==> config.mk <==
export PLATFORM = sky130hd
export DESIGN_NAME = cbl_regs
export DESIGN_NICKNAME = d
export VERILOG_FILES = /design/src/rtl/cbl_pkg.sv /design/src/rtl/cbl_apb_port.sv /design/src/rtl/cbl_regs.sv
export SDC_FILE = /design/constraint.sdc
export NUM_CORES = 1
export LEC_CHECK = 0
export BUFFER_PORTS_ARGS = -buffer_cell sky130_fd_sc_hd__buf_2
export CAP_MARGIN = 25
export CORE_MARGIN = 2
export CORE_UTILIZATION = 50
export DETAILED_ROUTE_END_ITERATION = 6
export GPL_TIMING_DRIVEN = 0
export PLACE_DENSITY = 0.79
export SYNTH_ARGS = -nofsm -noshare
export SYNTH_HDL_FRONTEND = slang
export SYNTH_SLANG_ARGS = --single-unit
==> constraint.sdc <==
create_clock -name mclk -period 6.21 [get_ports mclk]
set_input_delay 0.9315 -clock mclk [delete_from_list [all_inputs] [get_ports mclk]]
set_output_delay 0.9315 -clock mclk [all_outputs]
set_load 0.01 [all_outputs]
==> src/rtl/cbl_pkg.sv <==
// cbl_pkg: constants and carriers for the channel 2 / bias / lead-detect register slice
// assumes a 32-bit APB slave on a single 50 MHz clock
package cbl_pkg;

  ////////////////////////////////////////////////////////////////////////////
  // bus geometry
  localparam int unsigned ADDR_W = 8;
  localparam int unsigned DATA_W = 32;
  localparam int unsigned REG_W  = 8;

  // register indices; byte address is four times the index
  localparam logic [ADDR_W-1:0] IDX_CHANNEL2_CONFIG  = 8'h05;
  localparam logic [ADDR_W-1:0] IDX_BIAS_SOURCE_SEL  = 8'h06;
  localparam logic [ADDR_W-1:0] IDX_ELECTRODE_DETECT = 8'h07;
  localparam logic [1:0]        ADDR_ALIGN_ZERO      = 2'h0;

  // reset values
  localparam logic [REG_W-1:0] RST_CHANNEL2_CONFIG  = 8'h00;
  localparam logic [REG_W-1:0] RST_BIAS_SOURCE_SEL  = 8'h00;
  localparam logic [REG_W-1:0] RST_ELECTRODE_DETECT = 8'h00;

  // writable mask of the lead-detect byte; bits 7:6 read zero
  localparam logic [REG_W-1:0] MASK_ELECTRODE_DETECT = 8'h3F;

  ////////////////////////////////////////////////////////////////////////////
  // field positions
  localparam int unsigned POS_CH2_POWER_DOWN  = 7;
  localparam int unsigned POS_CH2_GAIN_LO     = 4;
  localparam int unsigned POS_CH2_SOURCE_LO   = 0;
  localparam int unsigned POS_CHOP_LO         = 6;
  localparam int unsigned POS_BIAS_BUFFER     = 5;
  localparam int unsigned POS_BIAS_LEAD_CHECK = 4;
  localparam int unsigned POS_BIAS_SOURCES_LO = 0;
  localparam int unsigned POS_REVERSE_LO      = 4;
  localparam int unsigned POS_DETECT_LO       = 0;

  ////////////////////////////////////////////////////////////////////////////
  // gain codes
  localparam logic [2:0] GAIN_6  = 3'h0;
  localparam logic [2:0] GAIN_1  = 3'h1;
  localparam logic [2:0] GAIN_2  = 3'h2;
  localparam logic [2:0] GAIN_3  = 3'h3;
  localparam logic [2:0] GAIN_4  = 3'h4;
  localparam logic [2:0] GAIN_8  = 3'h5;
  localparam logic [2:0] GAIN_12 = 3'h6;

  // input source codes
  localparam int unsigned SRC_COUNT          = 10;
  localparam logic [3:0] SRC_NORMAL          = 4'h0;
  localparam logic [3:0] SRC_SHORTED         = 4'h1;
  localparam logic [3:0] SRC_BIAS_MEASURE    = 4'h2;
  localparam logic [3:0] SRC_HALF_SUPPLY     = 4'h3;
  localparam logic [3:0] SRC_TEMPERATURE     = 4'h4;
  localparam logic [3:0] SRC_TEST_SIGNAL     = 4'h5;
  localparam logic [3:0] SRC_BIAS_TIE_POS    = 4'h6;
  localparam logic [3:0] SRC_BIAS_TIE_NEG    = 4'h7;
  localparam logic [3:0] SRC_BIAS_TIE_BOTH   = 4'h8;
  localparam logic [3:0] SRC_THIRD_PAIR      = 4'h9;

  // chop codes and last counts of the modulator tick divider, one less than each divisor
  localparam logic [1:0] CHOP_DIV16    = 2'h0;
  localparam logic [1:0] CHOP_RESERVED = 2'h1;
  localparam logic [1:0] CHOP_DIV2     = 2'h2;
  localparam logic [1:0] CHOP_DIV4     = 2'h3;
  localparam logic [3:0] CHOP_LAST16   = 4'hF;
  localparam logic [3:0] CHOP_LAST2    = 4'h1;
  localparam logic [3:0] CHOP_LAST4    = 4'h3;

  ////////////////////////////////////////////////////////////////////////////
  // carriers
  typedef struct packed {
    logic              write;
    logic [ADDR_W-1:0] addr;
    logic [DATA_W-1:0] wdata;
  } cbl_apb_req_t;

  typedef struct packed {
    logic       powerDown;
    logic [2:0] gain;
    logic [3:0] source;
  } cbl_ch2_cfg_t;

  typedef struct packed {
    logic [1:0] chop;
    logic       bufferPower;
    logic       leadCheck;
    logic [3:0] sources;
  } cbl_bias_cfg_t;

  typedef struct packed {
    logic [1:0] zero;
    logic [1:0] reverse;
    logic [3:0] detect;
  } cbl_detect_cfg_t;

endpackage : cbl_pkg

==> src/rtl/cbl_apb_port.sv <==
// cbl_apb_port: APB handshake, one wait state per access
// assumes master holds the request stable until pready is sampled high
`timescale 1ns/1ps
module cbl_apb_port (
  input  wire logic                      mclk,
  input  wire logic                      reset,
  input  wire logic                      psel,
  input  wire logic                      penable,
  input  wire logic                      pwrite,
  input  wire logic [cbl_pkg::ADDR_W-1:0] paddr,
  input  wire logic [cbl_pkg::DATA_W-1:0] pwdata,
  output logic                           pready,
  output cbl_pkg::cbl_apb_req_t          req,
  output logic                           loadAnswer,
  output logic                           commit
);

  ////////////////////////////////////////////////////////////////////////////
  // request view
  always_comb begin
    req.write = pwrite;
    req.addr  = paddr;
    req.wdata = pwdata;
  end

  // first access cycle loads the answer, second completes
  assign loadAnswer = psel & penable & ~pready;
  assign commit     = psel & penable & pready;

  always_ff @(posedge mclk) begin
    if (reset) begin
      pready <= 1'b0;
    end else begin
      pready <= loadAnswer;
    end
  end

endmodule : cbl_apb_port

==> src/rtl/cbl_regs.sv <==
// cbl_regs: channel 2 config, bias source select and lead-detect select registers
// assumes APB master on mclk; modTick is a one-cycle modulator-rate enable on mclk
//
// Functional notes
// - channel 2 byte: power-down, gain, input source
// - power-down resets 0; 1 powers down
// - gain codes 6,1,2,3,4,8,12; 111 undefined
// - source codes 0000 to 1001 decoded
// - source codes 0110 to 1001; 1010 to 1111 reserved
// - chop field: div16, div2, div4; 01 reserved
// - bias buffer bit, resets powered down
// - bias lead check enable, resets off
// - four electrode bias-source bits, reset 0
// - detect byte: zeros, reverse flags, selects
// - reverse and detect bits reset 0
//
// Decided for this implementation: register access over APB.
`timescale 1ns/1ps
module cbl_regs (
  input  wire logic                           mclk,
  input  wire logic                           reset,
  input  wire logic                           psel,
  input  wire logic                           penable,
  input  wire logic                           pwrite,
  input  wire logic [cbl_pkg::ADDR_W-1:0]     paddr,
  input  wire logic [cbl_pkg::DATA_W-1:0]     pwdata,
  output logic      [cbl_pkg::DATA_W-1:0]     prdata,
  output logic                                pready,
  output logic                                pslverr,
  input  wire logic                           modTick,
  output logic                                ch2_power_down,
  output logic      [2:0]                     ch2_gain_field,
  output logic      [3:0]                     ch2_input_source,
  output logic      [3:0]                     ch2GainValue,
  output logic                                ch2GainUndefined,
  output logic      [cbl_pkg::SRC_COUNT-1:0]  ch2SourceOneHot,
  output logic                                ch2SourceReserved,
  output logic                                chopTick,
  output logic                                chopReserved,
  output logic                                bias_buffer_power,
  output logic                                bias_lead_check_enable,
  output logic                                bias_from_ch2_neg,
  output logic                                bias_from_ch2_pos,
  output logic                                bias_from_ch1_neg,
  output logic                                bias_from_ch1_pos,
  output logic                                ch2_current_reverse,
  output logic                                ch1_current_reverse,
  output logic                                detect_ch2_neg,
  output logic                                detect_ch2_pos,
  output logic                                detect_ch1_neg,
  output logic                                detect_ch1_pos
);

  ////////////////////////////////////////////////////////////////////////////
  // storage
  cbl_pkg::cbl_ch2_cfg_t    channel2_config;
  cbl_pkg::cbl_bias_cfg_t   bias_drive_source_select;
  cbl_pkg::cbl_detect_cfg_t electrode_detect_select;

  cbl_pkg::cbl_apb_req_t    req;
  logic                     loadAnswer;
  logic                     commit;
  logic                     aligned;
  logic [cbl_pkg::ADDR_W-1:0] regIndex;
  logic                     hitCh2;
  logic                     hitBias;
  logic                     hitDetect;
  logic                     hitAny;
  logic [cbl_pkg::REG_W-1:0] wrByte;
  logic [cbl_pkg::REG_W-1:0] next_readByte;
  logic [3:0]               next_gainValue;
  logic [3:0]               chopCount;
  logic [3:0]               chopLast;
  logic [1:0]               chopSeen;

  ////////////////////////////////////////////////////////////////////////////
  // bus handshake
  cbl_apb_port u_port (
    .mclk       (mclk),
    .reset      (reset),
    .psel       (psel),
    .penable    (penable),
    .pwrite     (pwrite),
    .paddr      (paddr),
    .pwdata     (pwdata),
    .pready     (pready),
    .req        (req),
    .loadAnswer (loadAnswer),
    .commit     (commit)
  );

  ////////////////////////////////////////////////////////////////////////////
  // address decode
  always_comb begin
    aligned   = (req.addr[1:0] == cbl_pkg::ADDR_ALIGN_ZERO);
    regIndex  = {2'h0, req.addr[cbl_pkg::ADDR_W-1:2]};
    hitCh2    = aligned && (regIndex == cbl_pkg::IDX_CHANNEL2_CONFIG);
    hitBias   = aligned && (regIndex == cbl_pkg::IDX_BIAS_SOURCE_SEL);
    hitDetect = aligned && (regIndex == cbl_pkg::IDX_ELECTRODE_DETECT);
    hitAny    = hitCh2 | hitBias | hitDetect;
    wrByte    = req.wdata[cbl_pkg::REG_W-1:0];
  end

  ////////////////////////////////////////////////////////////////////////////
  // channel 2 configuration
  always_ff @(posedge mclk) begin
    if (reset) begin
      channel2_config <= cbl_pkg::RST_CHANNEL2_CONFIG;
    end else if (commit && req.write && hitCh2) begin
      channel2_config.powerDown <= wrByte[cbl_pkg::POS_CH2_POWER_DOWN];
      channel2_config.gain      <= wrByte[cbl_pkg::POS_CH2_GAIN_LO +: 3];
      channel2_config.source    <= wrByte[cbl_pkg::POS_CH2_SOURCE_LO +: 4];
    end
  end

  ////////////////////////////////////////////////////////////////////////////
  // bias source selection
  always_ff @(posedge mclk) begin
    if (reset) begin
      bias_drive_source_select <= cbl_pkg::RST_BIAS_SOURCE_SEL;
    end else if (commit && req.write && hitBias) begin
      bias_drive_source_select.chop        <= wrByte[cbl_pkg::POS_CHOP_LO +: 2];
      bias_drive_source_select.bufferPower <= wrByte[cbl_pkg::POS_BIAS_BUFFER];
      bias_drive_source_select.leadCheck   <= wrByte[cbl_pkg::POS_BIAS_LEAD_CHECK];
      bias_drive_source_select.sources     <= wrByte[cbl_pkg::POS_BIAS_SOURCES_LO +: 4];
    end
  end

  ////////////////////////////////////////////////////////////////////////////
  // lead-detect selection
  always_ff @(posedge mclk) begin
    if (reset) begin
      electrode_detect_select <= cbl_pkg::RST_ELECTRODE_DETECT;
    end else if (commit && req.write && hitDetect) begin
      electrode_detect_select.zero    <= 2'h0;
      electrode_detect_select.reverse <= wrByte[cbl_pkg::POS_REVERSE_LO +: 2];
      electrode_detect_select.detect  <= wrByte[cbl_pkg::POS_DETECT_LO +: 4];
    end
  end

  ////////////////////////////////////////////////////////////////////////////
  // read answer
  always_comb begin
    next_readByte = 8'h00;
    if (hitCh2) begin
      next_readByte = channel2_config;
    end else if (hitBias) begin
      next_readByte = bias_drive_source_select;
    end else if (hitDetect) begin
      next_readByte = electrode_detect_select & cbl_pkg::MASK_ELECTRODE_DETECT;
    end
  end

  always_ff @(posedge mclk) begin
    if (reset) begin
      prdata  <= 32'h00000000;
      pslverr <= 1'b0;
    end else if (loadAnswer) begin
      prdata  <= req.write ? 32'h00000000 : {24'h000000, next_readByte};
      pslverr <= ~hitAny;
    end else if (commit) begin
      prdata  <= 32'h00000000;
      pslverr <= 1'b0;
    end
  end

  ////////////////////////////////////////////////////////////////////////////
  // gain decode
  always_comb begin
    case (channel2_config.gain)
      cbl_pkg::GAIN_6:  next_gainValue = 4'h6;
      cbl_pkg::GAIN_1:  next_gainValue = 4'h1;
      cbl_pkg::GAIN_2:  next_gainValue = 4'h2;
      cbl_pkg::GAIN_3:  next_gainValue = 4'h3;
      cbl_pkg::GAIN_4:  next_gainValue = 4'h4;
      cbl_pkg::GAIN_8:  next_gainValue = 4'h8;
      cbl_pkg::GAIN_12: next_gainValue = 4'hC;
      default:          next_gainValue = 4'h0;
    endcase
  end

  always_ff @(posedge mclk) begin
    if (reset) begin
      ch2GainValue     <= 4'h6;
      ch2GainUndefined <= 1'b0;
    end else begin
      ch2GainValue     <= next_gainValue;
      ch2GainUndefined <= (next_gainValue == 4'h0);
    end
  end

  ////////////////////////////////////////////////////////////////////////////
  // input source decode, one flop per source
  genvar s;
  generate
    for (s = 0; s < cbl_pkg::SRC_COUNT; s++) begin : g_src
      always_ff @(posedge mclk) begin
        if (reset) begin
          ch2SourceOneHot[s] <= (s == 0);
        end else begin
          ch2SourceOneHot[s] <= (channel2_config.source == 4'(s));
        end
      end
    end
  endgenerate

  always_ff @(posedge mclk) begin
    if (reset) begin
      ch2SourceReserved <= 1'b0;
    end else begin
      ch2SourceReserved <= (channel2_config.source > cbl_pkg::SRC_THIRD_PAIR);
    end
  end

  ////////////////////////////////////////////////////////////////////////////
  // chop enable divider from the modulator tick
  always_comb begin
    case (bias_drive_source_select.chop)
      cbl_pkg::CHOP_DIV16: chopLast = cbl_pkg::CHOP_LAST16;
      cbl_pkg::CHOP_DIV2:  chopLast = cbl_pkg::CHOP_LAST2;
      cbl_pkg::CHOP_DIV4:  chopLast = cbl_pkg::CHOP_LAST4;
      default:             chopLast = 4'h0;
    endcase
  end

  always_ff @(posedge mclk) begin
    if (reset) begin
      chopCount    <= 4'h0;
      chopSeen     <= cbl_pkg::CHOP_DIV16;
      chopTick     <= 1'b0;
      chopReserved <= 1'b0;
    end else begin
      chopSeen     <= bias_drive_source_select.chop;
      chopReserved <= (bias_drive_source_select.chop == cbl_pkg::CHOP_RESERVED);
      chopTick     <= 1'b0;
      if (chopSeen != bias_drive_source_select.chop) begin
        chopCount <= 4'h0;
      end else if (modTick && (bias_drive_source_select.chop != cbl_pkg::CHOP_RESERVED)) begin
        if (chopCount >= chopLast) begin
          chopCount <= 4'h0;
          chopTick  <= 1'b1;
        end else begin
          chopCount <= chopCount + 4'h1;
        end
      end
    end
  end

  ////////////////////////////////////////////////////////////////////////////
  // control outputs to the analog side
  always_ff @(posedge mclk) begin
    if (reset) begin
      ch2_power_down   <= 1'b0;
      ch2_gain_field   <= 3'h0;
      ch2_input_source <= 4'h0;
    end else begin
      ch2_power_down   <= channel2_config.powerDown;
      ch2_gain_field   <= channel2_config.gain;
      ch2_input_source <= channel2_config.source;
    end
  end

  always_ff @(posedge mclk) begin
    if (reset) begin
      bias_buffer_power      <= 1'b0;
      bias_lead_check_enable <= 1'b0;
      bias_from_ch2_neg      <= 1'b0;
      bias_from_ch2_pos      <= 1'b0;
      bias_from_ch1_neg      <= 1'b0;
      bias_from_ch1_pos      <= 1'b0;
    end else begin
      bias_buffer_power      <= bias_drive_source_select.bufferPower;
      bias_lead_check_enable <= bias_drive_source_select.leadCheck;
      bias_from_ch2_neg      <= bias_drive_source_select.sources[3];
      bias_from_ch2_pos      <= bias_drive_source_select.sources[2];
      bias_from_ch1_neg      <= bias_drive_source_select.sources[1];
      bias_from_ch1_pos      <= bias_drive_source_select.sources[0];
    end
  end

  always_ff @(posedge mclk) begin
    if (reset) begin
      ch2_current_reverse <= 1'b0;
      ch1_current_reverse <= 1'b0;
      detect_ch2_neg      <= 1'b0;
      detect_ch2_pos      <= 1'b0;
      detect_ch1_neg      <= 1'b0;
      detect_ch1_pos      <= 1'b0;
    end else begin
      ch2_current_reverse <= electrode_detect_select.reverse[1];
      ch1_current_reverse <= electrode_detect_select.reverse[0];
      detect_ch2_neg      <= electrode_detect_select.detect[3];
      detect_ch2_pos      <= electrode_detect_select.detect[2];
      detect_ch1_neg      <= electrode_detect_select.detect[1];
      detect_ch1_pos      <= electrode_detect_select.detect[0];
    end
  end

endmodule : cbl_regs

=== Word level (Yosys, flattened, before mapping) ===
Cells that the tools add are included.

* Word-level logic and storage cells: 106
* Input port bits: 46
* Register bits after elaboration: 100
* Output and inout port bits: 72

* Magnitude comparators: 2
* $add $sub $neg: 1
* Mux-type cells: 12
* Reduce and logical (&&, ||, !) cells: 16
* Bitwise logic cells: 8
* Equal/unequal tests: 23

{| class="wikitable"
|+ Operator list
! kind !! number
|-
| $mux W32 || 2
|-
| $pmux W4 S7 || 1
|-
| $mux W8 || 3
|-
| $eq A6 B3 Y1 const B || 3
|-
| $eq A4 B3 Y1 const B || 4
|-
| $pmux W4 S3 || 1
|-
| $eq A3 B3 Y1 const B || 3
|-
| $eq A4 B2 Y1 const B || 2
|-
| $eq A4 B4 Y1 const B || 2
|-
| $logic_and A1 B1 Y1 || 8
|-
| $logic_not A4 Y1 || 2
|-
| $eq A3 B2 Y1 const B || 2
|-
| $mux W6 || 1
|-
| $add A4 B1 Y4 const B || 1
|-
| $eq A2 B2 Y1 const B || 2
|-
| $eq A4 B1 Y1 const B || 1
|-
| $ge A4 B4 Y1 || 1
|-
| $gt A4 B4 Y1 const B || 1
|-
| $logic_not A2 Y1 || 2
|-
| $mux W4 || 1
|-
| $and A1 B1 Y1 || 3
|-
| $eq A3 B1 Y1 const B || 1
|-
| $logic_not A3 Y1 || 1
|-
| $mux W1 || 3
|-
| other kinds (8) || 11
|}

=== Depth between registers and ports, before layout ===
Gate-level depths: netlist of the first run.

* Depth after elaboration: 7
* Mapped depth: 8
* Gate-level depth less buffers: 8

=== Modules after synthesis ===
From an unflattened synthesis of the first run, not the netlist that was laid out.

* Cell total of the unflattened synthesis: 345
* Area total of the unflattened synthesis: 3249.4 um^2

{| class="wikitable"
|+ By module, submodules not included
! module !! area an instance (um^2) !! times used !! seq. area each (um^2) !! cells an instance
|-
| cbl_regs || 2891.5 || 1 || 1501.4 || 300
|-
| cbl_apb_port || 357.8 || 1 || 20.0 || 45
|}

=== Least setup slack after synthesis of the first run ===
No wires, ideal clock.

* Path type: in2reg
* Start: input port paddr[1] (netlist bit)
* End: register prdata[7] (netlist bit)
* Required time: 6.140 ns
* Setup slack: 3.613 ns
* Stages on the path: 4
* Setup time: 0.070 ns
* Path buffers: 0
* Data arrival time: 2.527 ns
* Cells stage by stage: or4b_4 -> or4_1 -> or4_1 -> a21oi_1

* Longest elaborated chain between the ends: 6
* Elaborated cells on any way between the ends: 7
* Classes of those cells: mux (4); reduce/logical (3)

{| class="wikitable"
|+ RTL lines
! item !! line !! RTL
|-
| start, declared || cbl_regs.sv:25 || <nowiki>input wire logic [cbl_pkg::ADDR_W-1:0] paddr,</nowiki>
|-
| $logic_not A2 Y1 (*) || cbl_regs.sv:95 || <nowiki>aligned = (req.addr[1:0] == cbl_pkg::ADDR_ALIGN_ZERO);</nowiki>
|-
| $logic_and A1 B1 Y1 || cbl_regs.sv:98 || <nowiki>hitBias = aligned && (regIndex == cbl_pkg::IDX_BIAS_SOURCE_SEL);</nowiki>
|-
| $mux W8 || cbl_regs.sv:147 || <nowiki>end else if (hitBias) begin</nowiki>
|-
| $mux W8 (*) || cbl_regs.sv:145 || <nowiki>if (hitCh2) begin</nowiki>
|-
| $mux W8 (*) || cbl_regs.sv:159 || <nowiki>prdata <= req.write ? 32'h00000000 : {24'h000000, next_readByte};</nowiki>
|-
| $mux W32 (*) || cbl_regs.sv:158 || <nowiki>end else if (loadAnswer) begin</nowiki>
|-
| end signal, assigned || cbl_regs.sv:159 ||
|-
| end, declared || cbl_regs.sv:27 || <nowiki>output logic [cbl_pkg::DATA_W-1:0] prdata,</nowiki>
|}

Every way passes the cells marked *; elsewhere a longest branch is shown, timed or not.
A chain may end at the register's enable or synchronous reset.

=== Worst setup path after layout of the first run ===
* Start: input port paddr[1] (netlist bit)
* End: register bias_drive_source_select[4] (netlist bit)

* Longest elaborated chain between the ends: 3

{| class="wikitable"
|+ RTL lines
! item !! line !! RTL
|-
| $logic_not A2 Y1 || cbl_regs.sv:95 ||
|-
| $logic_and A1 B1 Y1 || cbl_regs.sv:98 ||
|-
| $logic_and A1 B1 Y1 || cbl_regs.sv:121 || <nowiki>end else if (commit && req.write && hitBias) begin</nowiki>
|-
| end signal, assigned || cbl_regs.sv:120 || <nowiki>bias_drive_source_select <= cbl_pkg::RST_BIAS_SOURCE_SEL;</nowiki>
|-
| end, declared || cbl_regs.sv:57 || <nowiki>cbl_pkg::cbl_bias_cfg_t bias_drive_source_select;</nowiki>
|}

Every way passes these cells.

==> metrics, run 1 <==
post-route ant nets=0; Core ar.=5570 sq um; proportion of layout cells with a drive suffix above 1=approximately 29%; hold worst-path end=ch2_power_down; CP Capture Type=flop; detailed placement HPWL=between 4000 and 5000 um; Max VDD drop=0.120 mV; Seq. cell area=1520 sq um; Worst R2R End=chopCount[3]; Worst path slowest cell=or4b_4; num rows=27; leakage power=about 1.9 nW; #FFs+latches synth=between 70 and 80; Hold-fix buffers, CTS=0; Crit Path Max Fanout=8; die width=between 80 and 90 um; Initial Util=between 50 and 60%; antenna violations before repair=0; CTS resizes=0; crit-path max cell delay=0.53 ns; Via Count=approximately 2.2k; multi-input combinational cell area=1130 sq um; power per cell area=~250 nW/um^2; Netlist Area Pre-Place=~2900 sq um; FF-to-FF Start=bias_drive_source_select[6]; Port Buffer Count=a little under 70; Synth warnings=0; slew margin rel.=between 50 and 60%; die area=around 6500 sq um; first-pass GRT wire length=between 9000 and 10000 um; min-delay src=channel2_config[7]; CP Buf/Inv Count=2; fin crit share=approximately two fifths; Area Overhead vs Synth=24.6%; FMAX=around 0.4 GHz; dpl cell area=3430 sq um; die extent in y=80.4 um; internal reg-to-reg setup slack=3.97 ns; postcts setup bufs=0; status=finished, final reports clean; clk buf depth=2; utilization after layout=about two thirds; clock skew=0.00861 ns; EDFF count, synth=0; MaxCap Viol Count=0; setup_tns=0 ns; root buffer cell=clkbuf_8; Arr. time, crit path=2.74 ns; DR iter-0 viols=83; minimum clock period=about 2.5 ns; Design Area, Final=3630 sq um; Ports=roughly 120; H-Tree Depth=3; post-synthesis sequential area ratio=about 52%; total global-route track usage=19.4%; Reg2Reg Depth=7; Critical Path Source=paddr[1]; antenna cells=0; Slew Limit Fails=0; Via density=~4.6; Hold WC Path Type=reg2reg; Synth cell types=37; final wirelength=5890 um; Routed WL per cell=between 10 and 15 um; DRC=0; Post-synth top flop=dfxtp_1; largest net degree at the start of global routing=14; startpoint types=input pin; GRT Residual Overflow=0; Worst Tran Pin Value=roughly 0.72 ns; number of clock sinks=76; filler cell count=461; total CTS buffers=9; vias in the first global route=~2.0k; CTS clock-pin slew for the worst setup and hold paths=approximately 0.07 ns; Hold Vio Cnt, Final=0; Syn Area/Cell=9.59 sq um; # setup viols final=0; FFs w/ async S/R, synth=0%; DRT Pass-1 Iters=4; final net count=459; Hold Crit Depth=2; critical path cell sequence=buf_2 -> or4b_4 -> or4_1 -> nor3b_1 -> buf_4 -> mux2i_1; RSZ-0062 raised after global routing=false; clock latency on the worst-skew pair=between 0.3 and 0.4 ns; Post-Synthesis Cells=~300; Data required, critical path=between 6 and 7 ns; CTS tree=built; CP Class=in2reg; Placer Congestion=0.753; Top delay family on crit path=simple AND/OR/NAND/NOR gates
==> routing by layer <==
layer  global-route usage, %  up-vias  wire length [um]
li1                        -     1159                 -
met1                    25.6      996              2570
met2                    30.7       77              2840
met3                    4.83       10               392
met4                    7.12        0                89
met5                       0        -                 0
==> state kept, by name, indices dropped and copies added (netlist names), 2 cells and up <==
signal and flops:
bias_drive_source_select 8, ch2GainValue 4, ch2SourceOneHot 10, ch2_gain_field 3, ch2_input_source 4, channel2_config 8, chopCount 4, chopSeen 2
electrode_detect_select 6, prdata 8
==> through the flow <==
stage                     hold slack, ns  total power (W)  std cells  setup WS (ns)
final                              0.457         0.000913        483           3.73
after global routing               0.470         0.000950        483           3.61
after CTS                          0.460         0.000921        483           3.74
after detailed placement           0.443         0.000550        467           3.39
after global placement             0.432         0.000549        467           3.42
after floorplan                    0.422         0.000536        327           3.61
==> cell families (layout without fill, tap and decap cells) <==
| logic type | after synthesis | in the layout | share of synthesized area (%) |
|---|---|---|---|
| other | 1 | 24 | 0.129 |
| buffers and inverters | 67 | 151 | 11.9 |
| XOR/XNOR | 3 | 3 | 0.901 |
| adder cells (fa/ha/maj) | 7 | 7 | 3.00 |
| flip-flops | 76 | 76 | 52.2 |
| AND/OR/NAND/NOR | 90 | 90 | 14.6 |
| AO/OA/AOI/OAI | 32 | 32 | 7.34 |
| multiplexers | 28 | 28 | 9.87 |
==> synthesized netlist by cell type (4+ instances only) <==
cell | n | area [sq um]
dfxtp_1 | 76 | 1520
nand2_1 | 47 | 176
inv_1 | 30 | 113
buf_4 | 25 | 188
mux2i_1 | 22 | 220
nor2_1 | 12 | 45.0
clkbuf_1 | 9 | 33.8
a21oi_1 | 8 | 40.0
a22oi_1 | 8 | 60.1
ha_1 | 7 | 87.6
o21ai_1 | 7 | 35.0
mux2_2 | 6 | 67.6
nor3_1 | 5 | 25.0
nand2b_1 | 4 | 25.0
nor4_1 | 4 | 25.0
==> worst reg2reg max path: stages, from the launching register on <==
cell	delay [ns]
dfxtp_1	0.42
inv_1	0.07
ha_1	0.30
ha_1	0.27
nand2_1	0.04
o21ai_0	0.57
a211oi_1	0.16
o31a_1	0.32
==> layout by cell type (no fill, tap or decap), types with 2 or more instances in the layout <==
| cell | netlist | layout |
|---|---|---|
| a2111o_1 | 2 | 2 |
| buf_4 | 25 | 25 |
| o21ai_1 | 7 | 7 |
| nor2b_1 | 3 | 3 |
| buf_2 | 2 | 70 |
| mux2_2 | 6 | 6 |
| nand2b_1 | 4 | 4 |
| ha_1 | 7 | 7 |
| nor3_1 | 5 | 5 |
| a211oi_1 | 2 | 2 |
| nand2_1 | 47 | 47 |
| clkbuf_1 | 9 | 10 |
| conb_1 | 1 | 24 |
| nor2_1 | 12 | 12 |
| or4_1 | 3 | 3 |
| xnor2_1 | 3 | 3 |
| inv_1 | 30 | 30 |
| a21oi_1 | 8 | 8 |
| and3_1 | 2 | 2 |
| clkinvlp_4 | 0 | 2 |
| clkbuf_8 | 0 | 10 |
| nand3_1 | 2 | 2 |
| a22oi_1 | 8 | 8 |
| o41ai_1 | 2 | 2 |
| nor4_1 | 4 | 4 |
| dfxtp_1 | 76 | 76 |
| mux2i_1 | 22 | 22 |
==> power breakdown <==
part,switching [W],total [W],internal (W)
combinational,0.0000272,0.0000488,0.0000216
sequential,0.00000183,0.000490,0.000489
clock,0.000177,0.000374,0.000197
==> worst max path at each step <==
stage | to | slack, ns | cells past startpoint
6_report | bias_drive_source_select[4] | 3.73 | 6
5_1_grt | bias_drive_source_select[4] | 3.61 | 6
4_1_cts | bias_drive_source_select[4] | 3.74 | 6
3_5_place_dp | bias_drive_source_select[3] | 3.39 | 6
3_3_place_gp | bias_drive_source_select[2] | 3.42 | 6
2_1_floorplan | prdata[7] | 3.61 | 4
==> cell type report <==
class,count,area share [%]
sequential,76,41.9
clock buffer,11,3.89
inverter,30,3.10
clock inverter,5,1.62
buffer,37,6.48
tap,72,2.48
timing repair buffer,68,9.37
multi-input combinational,184,31.2
(Power assumes the default switching activity.)
==> run 2, diff against run 1 <==
--- a/config.mk
+++ b/config.mk
@@ -5,13 +5,14 @@
 export SDC_FILE = /design/constraint.sdc
 export NUM_CORES = 1
 export LEC_CHECK = 0
+export ABC_AREA = 1
 export BUFFER_PORTS_ARGS = -buffer_cell sky130_fd_sc_hd__buf_2
 export CAP_MARGIN = 25
 export CORE_MARGIN = 2
-export CORE_UTILIZATION = 50
+export CORE_UTILIZATION = 48
 export DETAILED_ROUTE_END_ITERATION = 6
 export GPL_TIMING_DRIVEN = 0
-export PLACE_DENSITY = 0.79
+export PLACE_DENSITY = 0.76
 export SYNTH_ARGS = -nofsm -noshare
 export SYNTH_HDL_FRONTEND = slang
 export SYNTH_SLANG_ARGS = --single-unit
==> constraint.sdc (replaced) <==
create_clock -name mclk -period 2.5 [get_ports mclk]
set_input_delay 0.375 -clock mclk [delete_from_list [all_inputs] [get_ports mclk]]
set_output_delay 0.375 -clock mclk [all_outputs]
set_load 0.01 [all_outputs]
==> metrics, run 2 <==
Worst path slowest cell=dfxtp_1; Hold WC Path Type=in2reg; Post-synth top cells=dfxtp_1 (76), nor2_1 (52), nand2_1 (50), inv_1 (38), a21oi_1 (36); Top reg by flops=ch2SourceOneHot; Initial Util=50.4% (-1.9 points); synth top area cells=dfxtp_1 (50%), nor2_1 (6.5%), buf_4 (6.2%); root buffer cell=clkbuf_8; Via Count=2606 (+16%); filler cell count=528 (+15%); leakage power=1.81 nW (-6.9%); Area Overhead vs Synth=25.1%; min-delay src=pwdata[6]; Seq. cell area=1520 sq um (unchanged); CTS tree=built; Data required, critical path=2.74 ns (-3.74 ns); Port Buffer Count=69 (+1.5%); final wirelength=6340 um (+7.7%); clock skew=0.0129 ns (+0.00433 ns); most frequent cells in the layout=dfxtp_1 (76), buf_2 (70), nor2_1 (52), nand2_1 (50), inv_1 (38); minimum clock period=1.74 ns; Post-synth top flop=dfxtp_1; sequential share of power=50.3% (-3.4 points); crit-path max cell delay=0.37 ns (-0.16 ns); status=finished, final reports clean; die width=83.3 um (+3.7%); Synth warnings=0 (unchanged); CP Capture Type=flop; EDFF count, synth=0 (unchanged); CTS clock-pin slew for the worst setup and hold paths=0.08 ns (about the same); proportion of layout cells with a drive suffix above 1=27.5% (-1.2 points); Hold Crit Depth=3 (+1); Netlist Area Pre-Place=3020 sq um (+3.6%); final net count=525 (+14%); FF-to-FF Start=bias_drive_source_select[6]; Slew Limit Fails=0 (unchanged); DRC=0 (unchanged); post-synthesis sequential area ratio=50.4% (-1.8 points); Arr. time, crit path=1.98 ns (-0.76 ns); Clock power frac=43.7% (+2.7 points); # setup viols final=0 (unchanged); Crit Path Max Fanout=5 (-3); antenna cells=0 (unchanged); #FFs+latches synth=76 (unchanged); postcts setup bufs=0 (unchanged); Yosys top cell area share=50.4% (-1.8 points); die area=6940 sq um (+7.5%); fin crit share=a little over two thirds; CP Class=reg2reg; Logic pwr share=6.0% (+0.7 points); Synth cell types=29 (-22%); H-Tree Depth=3 (unchanged); number of clock sinks=76 (unchanged); dpl cell area=3540 sq um (+3.3%); clk buf depth=2 (unchanged); GRT Residual Overflow=0 (unchanged); startpoint types=flop; most common cell after layout, fill and taps aside=dfxtp_1; total CTS buffers=9 (unchanged); Core ar.=5990 sq um (+7.5%); setup_tns=0 ns (unchanged); slew margin rel.=66.6% (+15 points); detailed placement HPWL=4790 um (+9.1%); post-route ant nets=0 (unchanged); antenna violations before repair=0 (unchanged); total power=0.00242 W (+170%); top-count cell post-synth=dfxtp_1; Critical Path Source=bias_drive_source_select[6]; Hold Vio Cnt, Final=0 (unchanged); critical path cell sequence=inv_1 -> ha_1 -> ha_1 -> inv_1 -> o21bai_1 -> nand3_1 -> nand3_1 -> nand2_1 -> nand2_1 -> a21oi_1; DR iter-0 viols=152 (+83%); Design Area, Final=3780 sq um (+4.0%); Syn Area/Cell=8.18 sq um (-15%); die extent in y=83.3 um (+3.7%); Via density=4.72 (+1.7%); largest area contributor in the netlist=dfxtp_1; Largest register FFs=10 (unchanged); FFs w/ async S/R, synth=0% (unchanged); DP Cell Count=536 (+15%); FMAX=about 0.57 GHz; MaxCap Viol Count=0 (unchanged); pre-CTS setup slack=0.755 ns (-2.64 ns); Psw=0.000550 W (+170%); Post-Synthesis Cells=369 (+21%); RSZ-0062 raised after global routing=false; final setup margin=0.755 ns (-2.98 ns); Placer Congestion=0.859 (+14%); CTS resizes=0 (unchanged); Hold-fix buffers, CTS=0 (unchanged); multi-input combinational cell area=1190 sq um (+5.0%); total global-route track usage=18.4% (-0.99 points); vias in the first global route=2347 (+16%); DRT Pass-1 Iters=4 (unchanged); first-pass GRT wire length=10300 um (+11%); Max VDD drop=0.315 mV (+160%); num rows=28 (+3.7%); internal power=0.00187 W (+160%); Routed WL per cell=11.5 um (-5.8%); power per cell area=641 nW/um^2 (+150%); Ports=118 (unchanged); Non-Filler Instances=552 (+14%); Worst Tran Pin Value=0.500 ns (-0.217 ns); Reg2Reg Depth=10 (+3); clock latency on the worst-skew pair=0.35 ns (about the same); Sw Ratio=22.7% (+0.17 points); largest net degree at the start of global routing=15 (+1)
==> run 2: per-layer routing <==
metal  wire length (um)  GRT usage (%)  vias up
met4                149           9.39        0
met5                  0              0        -
li1                   -              -     1331
met2               2890           30.1       99
met1               2790           22.1     1161
met3                508           4.87       15
==> run 2: cell type report <==
cell class	instances	share of cell area [%]
plain buffers	35	6.59
well taps	75	2.48
repair buffers	69	9.14
inverters	39	3.88
clock buffers	10	3.64
multi-input cells	242	31.5
clock inverters	6	2.52
flip-flops and latches	76	40.3
==> run 2: cells by family after synthesis <==
logic type,Yosys count,share of synthesized area (%)
other,1,0.124
adders and majority gates,7,2.90
AOI/OAI and AO/OA,64,10.8
buffers and inverters,74,13.1
and+or+nand+nor,145,22.1
DFF,76,50.4
xor gates and xnor gates,2,0.580
==> run 2: worst paths after layout <==
check	to	slack, ns
max	chopCount[0]	0.76
min	channel2_config[6]	0.33
max reg2reg	chopCount[0]	0.76
min reg2reg	ch2GainValue[0]	0.42
==> run 2: critical path: cells and delay by family, from the launching register on <==
kind / cells / cell delay [ns]
buf+inv: 2 / 0.14
fa+ha+maj: 2 / 0.60
flops: 1 / 0.37
compound gates: 2 / 0.18
simple gates: 4 / 0.34
==> run 2: per-stage QoR <==
step,utilization (%),hold WS [ns]
floorplan,-,0.401
global placement,59.2,0.410
detailed placement,59.2,0.421
CTS,63.1,0.318
global route,63.1,0.334
finish,63.1,0.331
==> run 2: power by group through the flow <==
stage	registers, W	clock network [W]	logic (W)
4_1_cts	0.00122	0.00108	0.000144
5_1_grt	0.00122	0.00113	0.000162
6_report	0.00122	0.00106	0.000146
2_1_floorplan	0.00125	0	0.000102
3_5_place_dp	0.00125	0	0.000143
3_3_place_gp	0.00125	0	0.000141
==> run 3, diff against run 2 <==
--- a/config.mk
+++ b/config.mk
@@ -5,7 +5,7 @@
 export SDC_FILE = /design/constraint.sdc
 export NUM_CORES = 1
 export LEC_CHECK = 0
-export ABC_AREA = 1
+export ABC_AREA = 0
 export BUFFER_PORTS_ARGS = -buffer_cell sky130_fd_sc_hd__buf_2
 export CAP_MARGIN = 25
 export CORE_MARGIN = 2
==> constraint.sdc (replaced) <==
create_clock -name mclk -period 1.65 [get_ports mclk]
set_input_delay 0.2475 -clock mclk [delete_from_list [all_inputs] [get_ports mclk]]
set_output_delay 0.2475 -clock mclk [all_outputs]
set_load 0.01 [all_outputs]
==> metrics, run 3 (synthesis gave the netlist of run 1 again) <==
internal power=0.00283 W (+51%); total power=0.00363 W (+50%); startpoint types=input pin; setup_tns=-0.831 ns (-0.831 ns); CP Class=in2reg; Initial Util=49.5% (-0.86 points); CP Capture Type=flop; final net count=464 (-12%); largest net degree at the start of global routing=14 (-1); DRC=0 (unchanged); Logic pwr share=5.7% (-0.3 points); die area=6710 sq um (-3.3%); Largest register FFs=10 (unchanged); RSZ-0062 raised after global routing=true; CTS tree=built; antenna cells=0 (unchanged); Hold WC Path Type=in2reg; DR iter-0 viols=80 (-47%); die extent in y=81.9 um (-1.7%); # setup viols final=20 (+20); most common cell after layout, fill and taps aside=dfxtp_1; leakage power=2.02 nW (+12%); die width=81.9 um (-1.7%); clk buf depth=2 (unchanged); Hold Vio Cnt, Final=0 (unchanged); Seq. cell area=1530 sq um (+0.33%); Worst Tran Pin Value=0.568 ns (+0.0680 ns); minimum clock period=1.73 ns; root buffer cell=clkbuf_8; clock latency on the worst-skew pair=0.36 ns (about the same); Core ar.=5890 sq um (-1.8%); Psw=0.000796 W (+45%); total global-route track usage=19.4% (+0.99 points); sequential share of power=50.9% (+0.6 points); post-route ant nets=0 (unchanged); filler cell count=464 (-12%); final wirelength=6250 um (-1.5%); Sw Ratio=21.9% (-0.78 points); Crit Path Max Fanout=7 (+2); slew margin rel.=62.1% (-4.5 points); multi-input combinational cell area=1270 sq um (+6.6%); total CTS buffers=9 (unchanged); Hold WS=0.168 ns (-0.163 ns); first-pass GRT wire length=9740 um (-5.7%); Max VDD drop=0.513 mV (+63%); vias in the first global route=2234 (-4.8%); Arr. time, crit path=2.02 ns (+0.04 ns); GRT Residual Overflow=0 (unchanged); Data required, critical path=1.94 ns (-0.80 ns); CTS clock-pin slew for the worst setup and hold paths=0.07 ns (about the same); Area Overhead vs Synth=33.1%; clock skew=0.00848 ns (-0.00446 ns); Port Buffer Count=68 (-1.4%); antenna violations before repair=0 (unchanged); Top reg by flops=ch2SourceOneHot; Slew Limit Fails=0 (unchanged); final setup margin=-0.0827 ns (-0.838 ns); DRT Pass-1 Iters=4 (unchanged); Non-Filler Instances=491 (-11%); number of clock sinks=76 (unchanged); FMAX=just under 0.6 GHz; num rows=28 (unchanged); MaxCap Viol Count=0 (unchanged); H-Tree Depth=3 (unchanged); Via density=4.74 (+0.30%); Placer Congestion=0.777 (-9.5%); DP Cell Count=470 (-12%); Routed WL per cell=12.7 um (+11%); proportion of layout cells with a drive suffix above 1=35.6% (+8.1 points); Hold-fix buffers, CTS=0 (unchanged); power per cell area=934 nW/um^2 (+46%); Ports=118 (unchanged); Clock power frac=43.4% (-0.3 points); most frequent cells in the layout=dfxtp_1 (74), buf_2 (66), nand2_1 (46), buf_4 (29), inv_1 (26); Via Count=2325 (-11%); failing checks=negative setup slack; status=finished, violations left; utilization after layout=65.9% (+2.9 points); fin crit share=105%; detailed placement HPWL=4470 um (-6.7%)
-- run 3: layer usage --
metal	wire length, um	up-vias	global-route usage (%)	part of all wire, %
met5	0	-	0	0
met2	3070	71	33.3	49
met4	67	0	10.3	1.1
met1	2690	1077	22.5	43
met3	426	7	4.07	6.8
li1	-	1170	-	-
-- run 3: final cells by class --
type	instances	area share (%)
sequential	76	39.3
multi-input combinational	184	32.7
timing repair buffer	74	10.3
buffer	36	6.38
clock buffer	11	3.64
inverter	30	3.03
tap	75	2.42
clock inverter	5	2.19
-- run 3: critical path, stage by stage --
cell	delay, ns
buf_6	0.09
or4b_4	0.53
or4_1	0.50
or4_4	0.50
o21ai_2	0.16
-- run 3: repair_timing --
action | in CTS | in global routing
hold endpoints to repair | 0 | 0
endpoints found under the setup margin | 32 | 34
gates cloned | 0 | 0
buffers inserted | 6 | 0
gates resized for setup | 22 | 7
pin swaps | 13 | 6
-- run 3: power groups by stage --
| stage | sequential, W | combinational [W] | clock, W |
|---|---|---|---|
| 2_1_floorplan | 0.00189 | 0.000134 | 0 |
| 3_3_place_gp | 0.00189 | 0.000183 | 0 |
| 3_5_place_dp | 0.00189 | 0.000187 | 0 |
| 4_1_cts | 0.00185 | 0.000200 | 0.00159 |
| 5_1_grt | 0.00185 | 0.000228 | 0.00166 |
| 6_report | 0.00185 | 0.000207 | 0.00157 |
-- run 3: path summary, 6_finish.rpt --
path / depth (start not counted) / from / slack (ns) / end
worst max-delay path: 5 / paddr[5] / -0.08 / prdata[1]
worst min-delay path: 3 / pwdata[7] / 0.17 / bias_drive_source_select[7]
worst max register to register: 7 / bias_drive_source_select[7] / -0.02 / chopCount[2]
worst min register to register: 2 / prdata[6] / 0.44 / prdata[6]
-- run 3: through the flow --
| step | instance area [sq um] | setup slack, ns |
|---|---|---|
| finish | 3880 | -0.0827 |
| global placement | 3480 | -0.457 |
| floorplan | 3050 | -0.263 |
| CTS | 3850 | -0.0662 |
| global route | 3880 | -0.119 |
| detailed placement | 3480 | -0.532 |
